**src/include/rcc_pkg.sv**
```systemverilog
/*
 Package for the ratio and output configuration block: register offsets,
 field positions, reset values, source codes and the carrier structs.
 Assumes a byte-wide register write/read port fed by the serial control port.
*/
package rcc_pkg;
   // Register offsets (byte addresses of the control port)
   localparam logic [7:0] ADDR_OUT_CTRL = 8'h02;
   localparam logic [7:0] ADDR_CFG1 = 8'h03;
   localparam logic [7:0] ADDR_RATIO0 = 8'h06;
   localparam logic [7:0] ADDR_RATIO3 = 8'h09;
   localparam logic [7:0] ADDR_STATUS = 8'h0b;
   localparam logic [7:0] ADDR_FUNC_CFG = 8'h16;

   // Field positions
   localparam int OUT_MAIN_DIS_BIT = 0;
   localparam int OUT_AUX_DIS_BIT = 1;
   localparam int CFG1_RMOD_LSB = 5;
   localparam int CFG1_AUX_LSB = 1;
   localparam int FUNC_ALLOW_BIT = 0;
   localparam int FUNC_DIV_LSB = 3;
   localparam int FUNC_STYLE_BIT = 6;
   localparam int STAT_LOCK_BIT = 0;
   localparam int STAT_VALID_BIT = 1;

   // Ratio format: 12 integer bits over 20 fractional bits
   localparam int RATIO_W = 32;
   localparam int FRACN_W = 34;
   localparam logic [RATIO_W-1:0] RATIO_RST = 32'h0000_0000;
   localparam logic [3:0] RATIO_ALL_BYTES = 4'hf;

   // Modifier, divider and aux source codes
   localparam logic [2:0] RMOD_RST = 3'h0;
   localparam logic [1:0] DIV_RST = 2'h0;
   localparam logic [1:0] DIV_BY4 = 2'h0;
   localparam logic [1:0] DIV_BY2 = 2'h1;
   localparam logic [1:0] AUX_SRC_RST = 2'h0;
   localparam logic [1:0] AUX_SRC_SYNTH = 2'h2;
   localparam logic [1:0] AUX_SRC_LOCK = 2'h3;

   typedef enum logic [1:0] {AUX_REF, AUX_SYNTH, AUX_LOCK} rcc_aux_e;

   // Software settings travel together
   typedef struct packed {
      logic [2:0] ratio_modifier_sel;
      logic [1:0] ref_divider_sel;
      logic [1:0] aux_source_sel;
      logic main_output_disable;
      logic aux_output_disable;
      logic unlocked_output_allow;
      logic lock_pin_style;
   } rcc_cfg_s;

   localparam rcc_cfg_s CFG_RST = '{ratio_modifier_sel: RMOD_RST, ref_divider_sel: DIV_RST,
      aux_source_sel: AUX_SRC_RST, main_output_disable: 1'b0, aux_output_disable: 1'b0,
      unlocked_output_allow: 1'b0, lock_pin_style: 1'b0};

   // Asynchronous inputs sampled together
   typedef struct packed {
      logic ref_clk;
      logic synth_clk;
      logic locked;
   } rcc_pins_s;

   localparam rcc_pins_s PINS_RST = '{ref_clk: 1'b0, synth_clk: 1'b0, locked: 1'b0};
endpackage

```
**src/logic/rcc_ratio_out.sv**
```systemverilog
/*
 Ratio and output configuration of a fractional-N clock synthesizer:
 register file, effective ratio and fractional-N value, main and auxiliary
 output routing with glitch-free gating.
 Assumes the reference, synthesized clock and lock flag arrive from outside
 the clk domain and are much slower than clk; register accesses come from the
 control port logic as single-cycle byte strobes on clk.
*/
// Notes on behaviour
// Software picks the reference divider so the internal timing clock is in range.
// User ratio is unsigned 32-bit, 12 integer bits over 20 fraction bits.
// Reference divider is compensated inside; software writes the plain ratio.
// Modifier codes 000..011 multiply 1,2,4,8; 100..111 give 0.5 to 0.0625.
// Modifier selection resets to 000, a multiplier of one.
// Selected modifier is always applied, even when it is one.
// Applying the modifier never changes the stored user ratio.
// Effective ratio is user ratio times modifier and drives the fractional-N value.
// Software must not pick a modifier that overflows or truncates the ratio.
// Main output disable puts the main clock driver in high impedance.
// While unlocked the main output is held low by default.
// Unlocked-output-allow lets the main output follow the synthesizer when unlocked.
// Aux source selects reference, synthesized clock copy or lock indicator.
// Lock pin style sets driver type and polarity of the lock indicator.
// Aux copy of the synthesized clock need not be in phase with main output.
// Aux output disable puts the aux driver in high impedance.
// Enables, aux clock source changes and unlock gating never make runt periods.
// Any change of the fractional-N value forces the loop to relock.
// After power-up output pins stay low until a valid ratio is written.
// Modifier multiplication is a binary shift of the user ratio.
`timescale 1ns/10ps
module rcc_ratio_out (
   // Clock and reset
   input wire logic clk,
   input wire logic sys_rst,
   // Register port from the control port logic
   input wire logic reg_wr_en,
   input wire logic [7:0] reg_wr_addr,
   input wire logic [7:0] reg_wr_data,
   input wire logic [7:0] reg_rd_addr,
   output logic [7:0] reg_rd_data,
   // Signals from the analog loop and reference
   input wire logic timing_reference_clock,
   input wire logic synth_clk,
   input wire logic pll_locked,
   // Loop control
   output logic [rcc_pkg::FRACN_W-1:0] frac_n_value,
   output logic relock_req,
   // Main clock pin
   output logic clk_out_o,
   output logic clk_out_oe,
   // Auxiliary pin
   output logic aux_out_o,
   output logic aux_out_oe
);

   // Effective ratio: shift left for x2..x8, right for /2../16
   function automatic logic [rcc_pkg::RATIO_W-1:0] eff_ratio(input logic [rcc_pkg::RATIO_W-1:0] r,
                                                           input logic [2:0] sel);
      logic [1:0] amt;
      amt = sel[1:0];
      if (sel[2]) begin
         eff_ratio = r >> ({1'b0, amt} + 3'h1);
      end else begin
         eff_ratio = r << amt;
      end
   endfunction

   // Multiply back by the reference divider so software never corrects for it
   function automatic logic [rcc_pkg::FRACN_W-1:0] div_comp(input logic [rcc_pkg::RATIO_W-1:0] e,
                                                          input logic [1:0] div);
      logic [rcc_pkg::FRACN_W-1:0] w;
      w = {2'h0, e};
      if (div == rcc_pkg::DIV_BY4) begin
         div_comp = w << 2;
      end else if (div == rcc_pkg::DIV_BY2) begin
         div_comp = w << 1;
      end else begin
         div_comp = w;
      end
   endfunction

   function automatic rcc_pkg::rcc_aux_e aux_decode(input logic [1:0] src);
      if (src == rcc_pkg::AUX_SRC_LOCK) begin
         aux_decode = rcc_pkg::AUX_LOCK;
      end else if (src == rcc_pkg::AUX_SRC_SYNTH) begin
         aux_decode = rcc_pkg::AUX_SYNTH;
      end else begin
         aux_decode = rcc_pkg::AUX_REF;
      end
   endfunction

   // Input synchroniser and agreement filter
   rcc_pkg::rcc_pins_s s1_reg, s2_reg, s3_reg, filt_reg, filt_next;

   always_comb begin
      filt_next = filt_reg;
      if (s2_reg.ref_clk == s3_reg.ref_clk) begin
         filt_next.ref_clk = s2_reg.ref_clk;
      end
      if (s2_reg.synth_clk == s3_reg.synth_clk) begin
         filt_next.synth_clk = s2_reg.synth_clk;
      end
      if (s2_reg.locked == s3_reg.locked) begin
         filt_next.locked = s2_reg.locked;
      end
   end

   always_ff @(posedge clk or posedge sys_rst) begin
      if (sys_rst) begin
         s1_reg <= rcc_pkg::PINS_RST;
         s2_reg <= rcc_pkg::PINS_RST;
         s3_reg <= rcc_pkg::PINS_RST;
         filt_reg <= rcc_pkg::PINS_RST;
      end else begin
         s1_reg <= '{ref_clk: timing_reference_clock, synth_clk: synth_clk, locked: pll_locked};
         s2_reg <= s1_reg;
         s3_reg <= s2_reg;
         filt_reg <= filt_next;
      end
   end

   // Register file; ratio bytes are most significant first
   rcc_pkg::rcc_cfg_s cfg_reg, cfg_next;
   logic [rcc_pkg::RATIO_W-1:0] user_ratio_reg, user_ratio_next;
   logic [3:0] ratio_seen_reg, ratio_seen_next;
   logic [7:0] rd_data_reg, rd_data_next;
   logic ratio_valid;
   logic [1:0] byte_idx;

   assign ratio_valid = (ratio_seen_reg == rcc_pkg::RATIO_ALL_BYTES);
   assign byte_idx = 2'(rcc_pkg::ADDR_RATIO3 - reg_wr_addr);

   always_comb begin
      cfg_next = cfg_reg;
      user_ratio_next = user_ratio_reg;
      ratio_seen_next = ratio_seen_reg;
      if (reg_wr_en) begin
         if (reg_wr_addr >= rcc_pkg::ADDR_RATIO0 && reg_wr_addr <= rcc_pkg::ADDR_RATIO3) begin
            user_ratio_next[byte_idx*8 +: 8] = reg_wr_data;
            ratio_seen_next[byte_idx] = 1'b1;
         end else if (reg_wr_addr == rcc_pkg::ADDR_OUT_CTRL) begin
            cfg_next.main_output_disable = reg_wr_data[rcc_pkg::OUT_MAIN_DIS_BIT];
            cfg_next.aux_output_disable = reg_wr_data[rcc_pkg::OUT_AUX_DIS_BIT];
         end else if (reg_wr_addr == rcc_pkg::ADDR_CFG1) begin
            cfg_next.ratio_modifier_sel = reg_wr_data[rcc_pkg::CFG1_RMOD_LSB +: 3];
            cfg_next.aux_source_sel = reg_wr_data[rcc_pkg::CFG1_AUX_LSB +: 2];
         end else if (reg_wr_addr == rcc_pkg::ADDR_FUNC_CFG) begin
            cfg_next.unlocked_output_allow = reg_wr_data[rcc_pkg::FUNC_ALLOW_BIT];
            cfg_next.ref_divider_sel = reg_wr_data[rcc_pkg::FUNC_DIV_LSB +: 2];
            cfg_next.lock_pin_style = reg_wr_data[rcc_pkg::FUNC_STYLE_BIT];
         end
      end
      // Read mux; unmapped offsets read as zero
      rd_data_next = 8'h00;
      if (reg_rd_addr >= rcc_pkg::ADDR_RATIO0 && reg_rd_addr <= rcc_pkg::ADDR_RATIO3) begin
         rd_data_next = user_ratio_reg[2'(rcc_pkg::ADDR_RATIO3 - reg_rd_addr)*8 +: 8];
      end else if (reg_rd_addr == rcc_pkg::ADDR_OUT_CTRL) begin
         rd_data_next[rcc_pkg::OUT_MAIN_DIS_BIT] = cfg_reg.main_output_disable;
         rd_data_next[rcc_pkg::OUT_AUX_DIS_BIT] = cfg_reg.aux_output_disable;
      end else if (reg_rd_addr == rcc_pkg::ADDR_CFG1) begin
         rd_data_next[rcc_pkg::CFG1_RMOD_LSB +: 3] = cfg_reg.ratio_modifier_sel;
         rd_data_next[rcc_pkg::CFG1_AUX_LSB +: 2] = cfg_reg.aux_source_sel;
      end else if (reg_rd_addr == rcc_pkg::ADDR_FUNC_CFG) begin
         rd_data_next[rcc_pkg::FUNC_ALLOW_BIT] = cfg_reg.unlocked_output_allow;
         rd_data_next[rcc_pkg::FUNC_DIV_LSB +: 2] = cfg_reg.ref_divider_sel;
         rd_data_next[rcc_pkg::FUNC_STYLE_BIT] = cfg_reg.lock_pin_style;
      end else if (reg_rd_addr == rcc_pkg::ADDR_STATUS) begin
         rd_data_next[rcc_pkg::STAT_LOCK_BIT] = filt_reg.locked;
         rd_data_next[rcc_pkg::STAT_VALID_BIT] = ratio_valid;
      end
   end

   always_ff @(posedge clk or posedge sys_rst) begin
      if (sys_rst) begin
         cfg_reg <= rcc_pkg::CFG_RST;
         user_ratio_reg <= rcc_pkg::RATIO_RST;
         ratio_seen_reg <= 4'h0;
         rd_data_reg <= 8'h00;
      end else begin
         cfg_reg <= cfg_next;
         user_ratio_reg <= user_ratio_next;
         ratio_seen_reg <= ratio_seen_next;
         rd_data_reg <= rd_data_next;
      end
   end

   assign reg_rd_data = rd_data_reg;

   // Fractional-N value; software must keep the product inside 12.20
   logic [rcc_pkg::RATIO_W-1:0] effective_ratio;
   logic [rcc_pkg::FRACN_W-1:0] fracn_reg, fracn_next;
   logic relock_reg, relock_next;

   always_comb begin
      effective_ratio = eff_ratio(user_ratio_reg, cfg_reg.ratio_modifier_sel);
      fracn_next = div_comp(effective_ratio, cfg_reg.ref_divider_sel);
      relock_next = (fracn_next != fracn_reg);
   end

   always_ff @(posedge clk or posedge sys_rst) begin
      if (sys_rst) begin
         fracn_reg <= '0;
         relock_reg <= 1'b0;
      end else begin
         fracn_reg <= fracn_next;
         relock_reg <= relock_next;
      end
   end

   assign frac_n_value = fracn_reg;
   assign relock_req = relock_reg;

   // Main output: gate and enable only move while the clock is low, so no runt
   logic main_gate_reg, main_gate_next, main_oe_reg, main_oe_next, clk_out_reg, clk_out_next;

   always_comb begin
      main_gate_next = main_gate_reg;
      main_oe_next = main_oe_reg;
      if (!ratio_valid) begin
         main_gate_next = 1'b0;
         main_oe_next = 1'b1;
      end else if (!filt_reg.synth_clk) begin
         main_gate_next = filt_reg.locked || cfg_reg.unlocked_output_allow;
         main_oe_next = !cfg_reg.main_output_disable;
      end
      clk_out_next = main_gate_reg && filt_reg.synth_clk;
   end

   always_ff @(posedge clk or posedge sys_rst) begin
      if (sys_rst) begin
         main_gate_reg <= 1'b0;
         main_oe_reg <= 1'b1;
         clk_out_reg <= 1'b0;
      end else begin
         main_gate_reg <= main_gate_next;
         main_oe_reg <= main_oe_next;
         clk_out_reg <= clk_out_next;
      end
   end

   assign clk_out_o = clk_out_reg;
   assign clk_out_oe = main_oe_reg;

   // Aux routing; clock sources swap only when both are low. The aux copy is
   // re-timed through one register from the same filtered input as the main pin, so it stays in phase with it
   rcc_pkg::rcc_aux_e aux_cur_reg, aux_cur_next, aux_want;
   logic aux_en_reg, aux_en_next, aux_out_reg, aux_out_next, aux_oe_reg, aux_oe_next;
   logic cur_level, want_level;

   function automatic logic src_level(input rcc_pkg::rcc_aux_e s, input rcc_pkg::rcc_pins_s p);
      case (s)
         rcc_pkg::AUX_SYNTH: src_level = p.synth_clk;
         rcc_pkg::AUX_LOCK: src_level = !p.locked;
         default: src_level = p.ref_clk;
      endcase
   endfunction

   always_comb begin
      aux_want = aux_decode(cfg_reg.aux_source_sel);
      cur_level = src_level(aux_cur_reg, filt_reg);
      want_level = src_level(aux_want, filt_reg);
      aux_cur_next = aux_cur_reg;
      aux_en_next = aux_en_reg;
      // The lock indicator is a level, so switching to or from it is immediate
      if (aux_cur_reg == rcc_pkg::AUX_LOCK || aux_want == rcc_pkg::AUX_LOCK || (!cur_level && !want_level)) begin
         aux_cur_next = aux_want;
      end
      if (aux_cur_reg == rcc_pkg::AUX_LOCK || !cur_level) begin
         aux_en_next = !cfg_reg.aux_output_disable;
      end
      if (!ratio_valid) begin
         aux_out_next = 1'b0;
         aux_oe_next = 1'b1;
      end else if (aux_cur_reg == rcc_pkg::AUX_LOCK && cfg_reg.lock_pin_style) begin
         aux_out_next = 1'b0; // open drain, pulled low while unlocked
         aux_oe_next = aux_en_reg && !filt_reg.locked;
      end else begin
         aux_out_next = cur_level; // push-pull, high while unlocked
         aux_oe_next = aux_en_reg;
      end
   end

   always_ff @(posedge clk or posedge sys_rst) begin
      if (sys_rst) begin
         aux_cur_reg <= rcc_pkg::AUX_REF;
         aux_en_reg <= 1'b1;
         aux_out_reg <= 1'b0;
         aux_oe_reg <= 1'b1;
      end else begin
         aux_cur_reg <= aux_cur_next;
         aux_en_reg <= aux_en_next;
         aux_out_reg <= aux_out_next;
         aux_oe_reg <= aux_oe_next;
      end
   end

   assign aux_out_o = aux_out_reg;
   assign aux_out_oe = aux_oe_reg;

   // Checks
   pins_low_a: assert property (@(posedge clk) disable iff (sys_rst)
      !ratio_valid |=> (!clk_out_o && clk_out_oe && !aux_out_o && aux_out_oe))
      else $error("output not held low before ratio valid");
   unlock_low_a: assert property (@(posedge clk) disable iff (sys_rst)
      (ratio_valid && !filt_reg.synth_clk && !filt_reg.locked && !cfg_reg.unlocked_output_allow) |=> ##1 !clk_out_o)
      else $error("main output not forced low while unlocked");
   unlock_pass_a: assert property (@(posedge clk) disable iff (sys_rst)
      (ratio_valid && !filt_reg.synth_clk && cfg_reg.unlocked_output_allow) |=> main_gate_reg)
      else $error("main output not released with unlock allow");
   main_hiz_a: assert property (@(posedge clk) disable iff (sys_rst)
      (ratio_valid && !filt_reg.synth_clk && cfg_reg.main_output_disable) |=> !clk_out_oe)
      else $error("main output not high impedance when disabled");
   mod_double_a: assert property (@(posedge clk) disable iff (sys_rst)
      (cfg_reg.ratio_modifier_sel == 3'h1 && cfg_reg.ref_divider_sel == 2'h2)
      |=> frac_n_value == {1'b0, $past(user_ratio_reg), 1'b0})
      else $error("modifier two not applied");
   ratio_kept_a: assert property (@(posedge clk) disable iff (sys_rst)
      !$stable(user_ratio_reg) |-> $past(reg_wr_en) && $past(reg_wr_addr) >= rcc_pkg::ADDR_RATIO0 &&
      $past(reg_wr_addr) <= rcc_pkg::ADDR_RATIO3)
      else $error("user ratio changed without a ratio write");
   relock_a: assert property (@(posedge clk) disable iff (sys_rst)
      !$stable(frac_n_value) |-> relock_req)
      else $error("fractional-N change without relock request");
   aux_hiz_a: assert property (@(posedge clk) disable iff (sys_rst)
      (ratio_valid && aux_cur_reg == rcc_pkg::AUX_LOCK && cfg_reg.aux_output_disable) |=> ##1 !aux_out_oe)
      else $error("aux output not high impedance when disabled");
   lock_od_a: assert property (@(posedge clk) disable iff (sys_rst)
      (ratio_valid && aux_cur_reg == rcc_pkg::AUX_LOCK && cfg_reg.lock_pin_style) |=> !aux_out_o)
      else $error("open-drain lock indicator drove high");
   no_runt_a: assert property (@(posedge clk) disable iff (sys_rst)
      $fell(clk_out_o) |-> !$past(filt_reg.synth_clk))
      else $error("main output cut while high");
endmodule

```
**config.mk**
```make
export PLATFORM = sky130hd
export DESIGN_NAME = rcc_ratio_out
export DESIGN_NICKNAME = d
export VERILOG_FILES = /design/src/include/rcc_pkg.sv /design/src/logic/rcc_ratio_out.sv
export SDC_FILE = /design/constraint.sdc
export NUM_CORES = 1
export LEC_CHECK = 0
export BUFFER_PORTS_ARGS = -buffer_cell sky130_fd_sc_hd__buf_2
export CORE_MARGIN = 10
export CORE_UTILIZATION = 60
export CTS_CLUSTER_DIAMETER = 30
export DETAILED_ROUTE_END_ITERATION = 12
export PLACE_DENSITY = 0.81
export SYNTH_ARGS = -nofsm -noshare
export SYNTH_HDL_FRONTEND = slang
export SYNTH_SLANG_ARGS = --single-unit
```
**constraint.sdc**
```tcl
create_clock -name clk -period 6.7 [get_ports clk]
set_input_delay 1.34 -clock clk [delete_from_list [all_inputs] [get_ports clk]]
set_output_delay 1.34 -clock clk [all_outputs]
set_load 0.01 [all_outputs]
```
# Yosys cells after proc, flatten, opt, wreduce, memory -nomap -nowiden
# Cells that the tools add are included.
# word_totals
inputBits,30
reg_bits,110
# op_classes
addsub,4
reduce_logical,21
order_cmp,6
n_mux,33
shifts,5
n_eq_ne,20
bitwise,4
# ops
op,n
$mux 34,1
$ne 34x34->1,1
$neg 5->34,1
$shift 8x34->32 const A,1
$shiftx 8x34->32,1
$mux 33,1
$bwmux 32,1
$eq 8x2->1 const B,4
$mux 32,1
$shiftx 32x6->8,1
$shl 32x2->32,1
$shr 32x3->32,1
$mux 1,19
$eq 8x5->1 const B,2
$ge 8x3->1 const B,2
$le 8x4->1 const B,2
$mux 2,5
$eq 2x2->1 const B,4
$eq 8x4->1 const B,1
$mux 8,1
$logic_and 1x1->1,7
$eq 2x1->1 const B,3
$mux 6,1
$logic_not 1->1,5
other kinds (17),26

# Logic depth before layout (Yosys ltp)
# depth
ltp_word,8
mapped_depth,12
depth_no_buf,8

# Worst setup path before layout
# No wires, ideal clock.
# synth_timing
path_kind,reg2reg
from,register cfg_reg[9] (netlist bit)
to,register relock_reg (netlist: relock_req)
setup_ps,138
setup_slack_ps,3346
required_time_ps,6562
stages_incl_launch_ff,11
t_arrival_ps,3216
path_cell_list,dfrtp_1 > buf_4 > buf_4 > buf_1 > o2bb2ai_1 > a22oi_1 > mux2i_1 > o221ai_1 > or4_1 > or4b_1 > or4b_1
# synth_via
elab_chain_len,6
elab_cells_between_ends,7
cone_classes,add/sub: 1; eq/ne: 1; shift: 2; mux: 3
# synth_lines
element,line,rtl
"start, declared",rcc_ratio_out.sv:123,"rcc_pkg::rcc_cfg_s cfg_reg, cfg_next;"
"start signal, assigned",rcc_ratio_out.sv:175,cfg_reg <= rcc_pkg::CFG_RST;
"start signal, assigned",rcc_ratio_out.sv:180,cfg_reg <= cfg_next;
$add 2x1->3,rcc_ratio_out.sv:62,"eff_ratio = r >> ({1'b0, amt} + 3'h1);"
$shr 32x3->32,rcc_ratio_out.sv:62,
$mux 32 *,rcc_ratio_out.sv:61,if (sel[2]) begin
$mux 33,rcc_ratio_out.sv:75,end else if (div == rcc_pkg::DIV_BY2) begin
$mux 34 *,rcc_ratio_out.sv:73,if (div == rcc_pkg::DIV_BY4) begin
$ne 34x34->1 *,rcc_ratio_out.sv:197,relock_next = (fracn_next != fracn_reg);
via relock_next,rcc_ratio_out.sv:192,"logic relock_reg, relock_next;"
"end signal, assigned",rcc_ratio_out.sv:206,relock_reg <= relock_next;
"end, declared",rcc_ratio_out.sv:192,
# Mark *: on every way through the listed nets, which the timed path passes. The rest lies on a longest branch.
# A chain may end at the register's enable or synchronous reset.

# Worst setup path after layout
# Same ends and word-level chain as after synthesis.

==> metrics.md <==
| Metric | Value |
|---|---|
| Synthesis warning total | 0 |
| P_leak | between 0.003 and 0.004 uW |
| Number of enable-type register cells in the synthesized netlist | 0 |
| Clock network latency to the later pin of the worst-skew pair | around 370 ps |
| Pin count of the biggest net entering global routing | between 70 and 80 |
| Post-layout minimum cycle time | ~4500 ps |
| Number of cell rows | 41 |
| Setup TNS | 0 ps |
| Share of flip-flops with an asynchronous set or reset | 1.00 |
| Area share of and/or/nand/nor cells after synthesis | 0.172 |
| Max VDD drop | 0.134 mV |
| I/O pin count | 77 |
| Setup-failing EPs final | 0 |
| Biggest area contributors in the synthesized netlist | dfrtp_1 34%, mux4_2 8.3%, mux2i_1 8.0% |
| Dominant combinational cell family by area after synthesis | multiplexers |
| Register bit count reported by yosys | 110 |
| Number of nets in the layout | about 900 |
| Setup repair after global routing missed its margin | false |
| Avg WL per Cell | between 20 and 25 um |
| Final Hold Fails | 0 |
| Effective utilization at floorplan | 0.619 |
| Total routing resource utilization after global routing | 0.253 |
| IO buf count | 76 |
| Most used flip-flop cell after synthesis | dfrtp_1 |
| Vias | about 7,000 |
| Critical path launch point type | flop |
| Antenna fix cells | 0 |
| Number of DRC markers in iteration 0 | roughly 1,000 |
| Final slew viol count | 0 |
| Final HPWL DP | 16,600 um |
| Number of global-route vias before repair | roughly 6,600 |
| Compound-Gate Fraction of Synth Area | 0.158 |
| Data arrival time of the critical path | approximately 4700 ps |
| Final worst path period share | 0.672 |
| Delay of the slowest critical-path stage | roughly 1100 ps |
| Most common cell after layout, fill and taps aside | nand2_1 |
| Core region area | between 10,000 and 15,000 um^2 |
| Gpl congestion | between 0.9 and 1 |
| # hold bufs at CTS | 0 |
| Most frequent cells in the layout | 119 x nand2_1, 106 x dfrtp_1, 76 x buf_2 |
| CP Cell Sequence | inv_1 -> a211oi_2 -> nor2_1 -> a211oi_1 -> o22ai_1 -> or4_1 -> or4b_1 -> or4b_1 |
| Adder and majority gate portion of the synthesized area | 0.0181 |
| First-pass GRT wire length | about 37,000 um |
| Post-synthesis mux area share | 0.204 |
| Top cell type by total area after synthesis | dfrtp_1 |
| Synth Area in XOR/XNOR | 0.0401 |
| Register area share after synthesis | 0.350 |
| Upper clock frequency limit | 0.222 GHz |
| Type of destination of the critical path | flop |
| Total die area | between 15,000 and 20,000 um^2 |
| P per Cell Area | a little under 200 nW/um^2 |
| Master cell of the clock root buffer | clkbuf_16 |
| Post-CTS setup buffers | 0 |
| Number of fill cells | 1,041 |
| Start-to-end type of the worst setup path | reg -> reg |
| Result of the run | complete, no violations |
| Worst clock skew | ~9.5 ps |
| Syn Nets | around 870 |
| DRC viols | 0 |
| Most repeated library cell on the critical path | or4b_1 |
| Height of the chip | between 100 and 150 um |
| Worst Hold Slack | roughly 350 ps |
| Number of distinct standard cells referenced by the synthesized netlist | 74 |
| Vias/cell | 6.72 |
| Number of clock sinks | 110 |
| Post-synthesis instance total | just over 800 |
| Post-synthesis instance area | just under 8000 um^2 |
| Max transition margin | 0.277 |
| Number of flip-flops in the largest register | 34 |
| First-pass DRT Iterations | 6 |
| Relative area change from synthesis to final layout | 7.25% |
| Hold Crit Class | reg -> reg |
| Total Wirelength | roughly 23,000 um |
| Worst Path Max Fanout | 31 |
| Max cap viols | 0 |
| Average cell area after synthesis | about 9.5 um^2 |
| Post-cts resize count | 0 |
| Worst Tran Pin Value | ~1100 ps |
| Critical path's slowest cell | dfrtp_1 |
| H-tree depth reported by CTS | 3 |
| CTS tree | done |
| Die width | approximately 130 um |
| Register-to-register setup slack | 2200 ps |
| GR Overflow Total | 0 |
| CTS clock-pin slew for the worst setup and hold paths | 80 ps |
| Total CTS buffers | 9 |
| Layout cell share with drive strength beyond 1 | 0.187 |
| Antenna violations before repair | 0 |
| Required time worst endpoint | 6940 ps |
| Clock Tree Buf Depth | 2 |
| Yosys top cell area share | 0.340 |
| Antenna-violating nets left | 0 |
[path summary, 6_finish.rpt]
check / to / cells past startpoint / start
worst min register to register: s2_reg[0] / 0 / s1_reg[0]
min in group asynchronous: user_ratio_reg[24] / 2 / sys_rst
worst max-delay path: relock_req / 8 / cfg_reg[9]
worst max register to register: relock_req / 8 / cfg_reg[9]
max in group asynchronous: cfg_reg[10] / 3 / sys_rst
worst min-delay path: s2_reg[0] / 0 / s1_reg[0]
[cell families (layout without fill, tap and decap cells)]
kind of cell    count (synthesis)  after routing
fa+ha+maj                      12             12
simple gates                  282            282
flops                         110            110
compound gates                188            188
buf+inv                        87            120
xor+xnor                       36             36
mux                           114            114
[worst max-delay path: cells and delay by family (launching register included)]
family	cells	cell delay [ps]
flip-flops	1	1070
buffers and inverters	1	690
AND/OR/NAND/NOR	4	1790
AO/OA/AOI/OAI	3	830
[synthesized netlist by cell type, drive strengths merged (4+ instances only)]
cell    count
o21ai      69
and2        5
a21oi      28
mux2       15
a22oi       8
clkbuf     30
a211oi     12
dfrtp     107
nor2b       5
nand2b     21
buf        34
nor3       17
a22o        4
inv        22
nand2     119
nand4       8
nand3      29
xnor2      26
ha          9
o31ai       8
xor2       10
mux2i      66
nor2       47
a221oi      5
a32oi      11
a21o        4
mux4       33
o22ai       9
nor3b       4
and3        5
a31oi       5
[metal layers]
layer,GRT usage,share of wire,routed length [um],up-vias
li1,-,-,-,3085
met1,0.330,0.40,9300,3377
met2,0.406,0.48,11000,427
met3,0.0527,0.087,2000,61
met4,0.0967,0.031,715,0
met5,0,0,0,-
[final cells by class]
type	count	area [um^2]	area share
Timing Repair Buffer	81	418	0.0495
Multi-Input combinational cell	632	4660	0.552
Clock buffer	9	225	0.0267
Sequential cell	110	2760	0.327
Tap cell	172	215	0.0255
Clock inverter	7	77.6	0.00919
Inverter	23	88.8	0.0105
[report_power, final]
group	internal [uW]	leakage (uW)	total, uW	switching (uW)
Sequential	697	0.00145	757	59.7
Combinational	153	0.00224	364	211
Clock	266	0.000149	544	278
[metrics by stage]
| step | total power (uW) | setup slack, ps | instances | instance area, um^2 | util |
|---|---|---|---|---|---|
| finish | 1660 | 2200 | 1034 | 8440 | 0.664 |
| global route | 1730 | 1970 | 1034 | 8440 | 0.664 |
| CTS | 1660 | 2280 | 1034 | 8440 | 0.664 |
| detailed placement | 1130 | 2270 | 1018 | 8140 | 0.640 |
| global placement | 1110 | 2410 | 1018 | 8140 | 0.640 |
| floorplan | 1020 | 2460 | 829 | 7870 | - |
(Power assumes the default switching activity.)
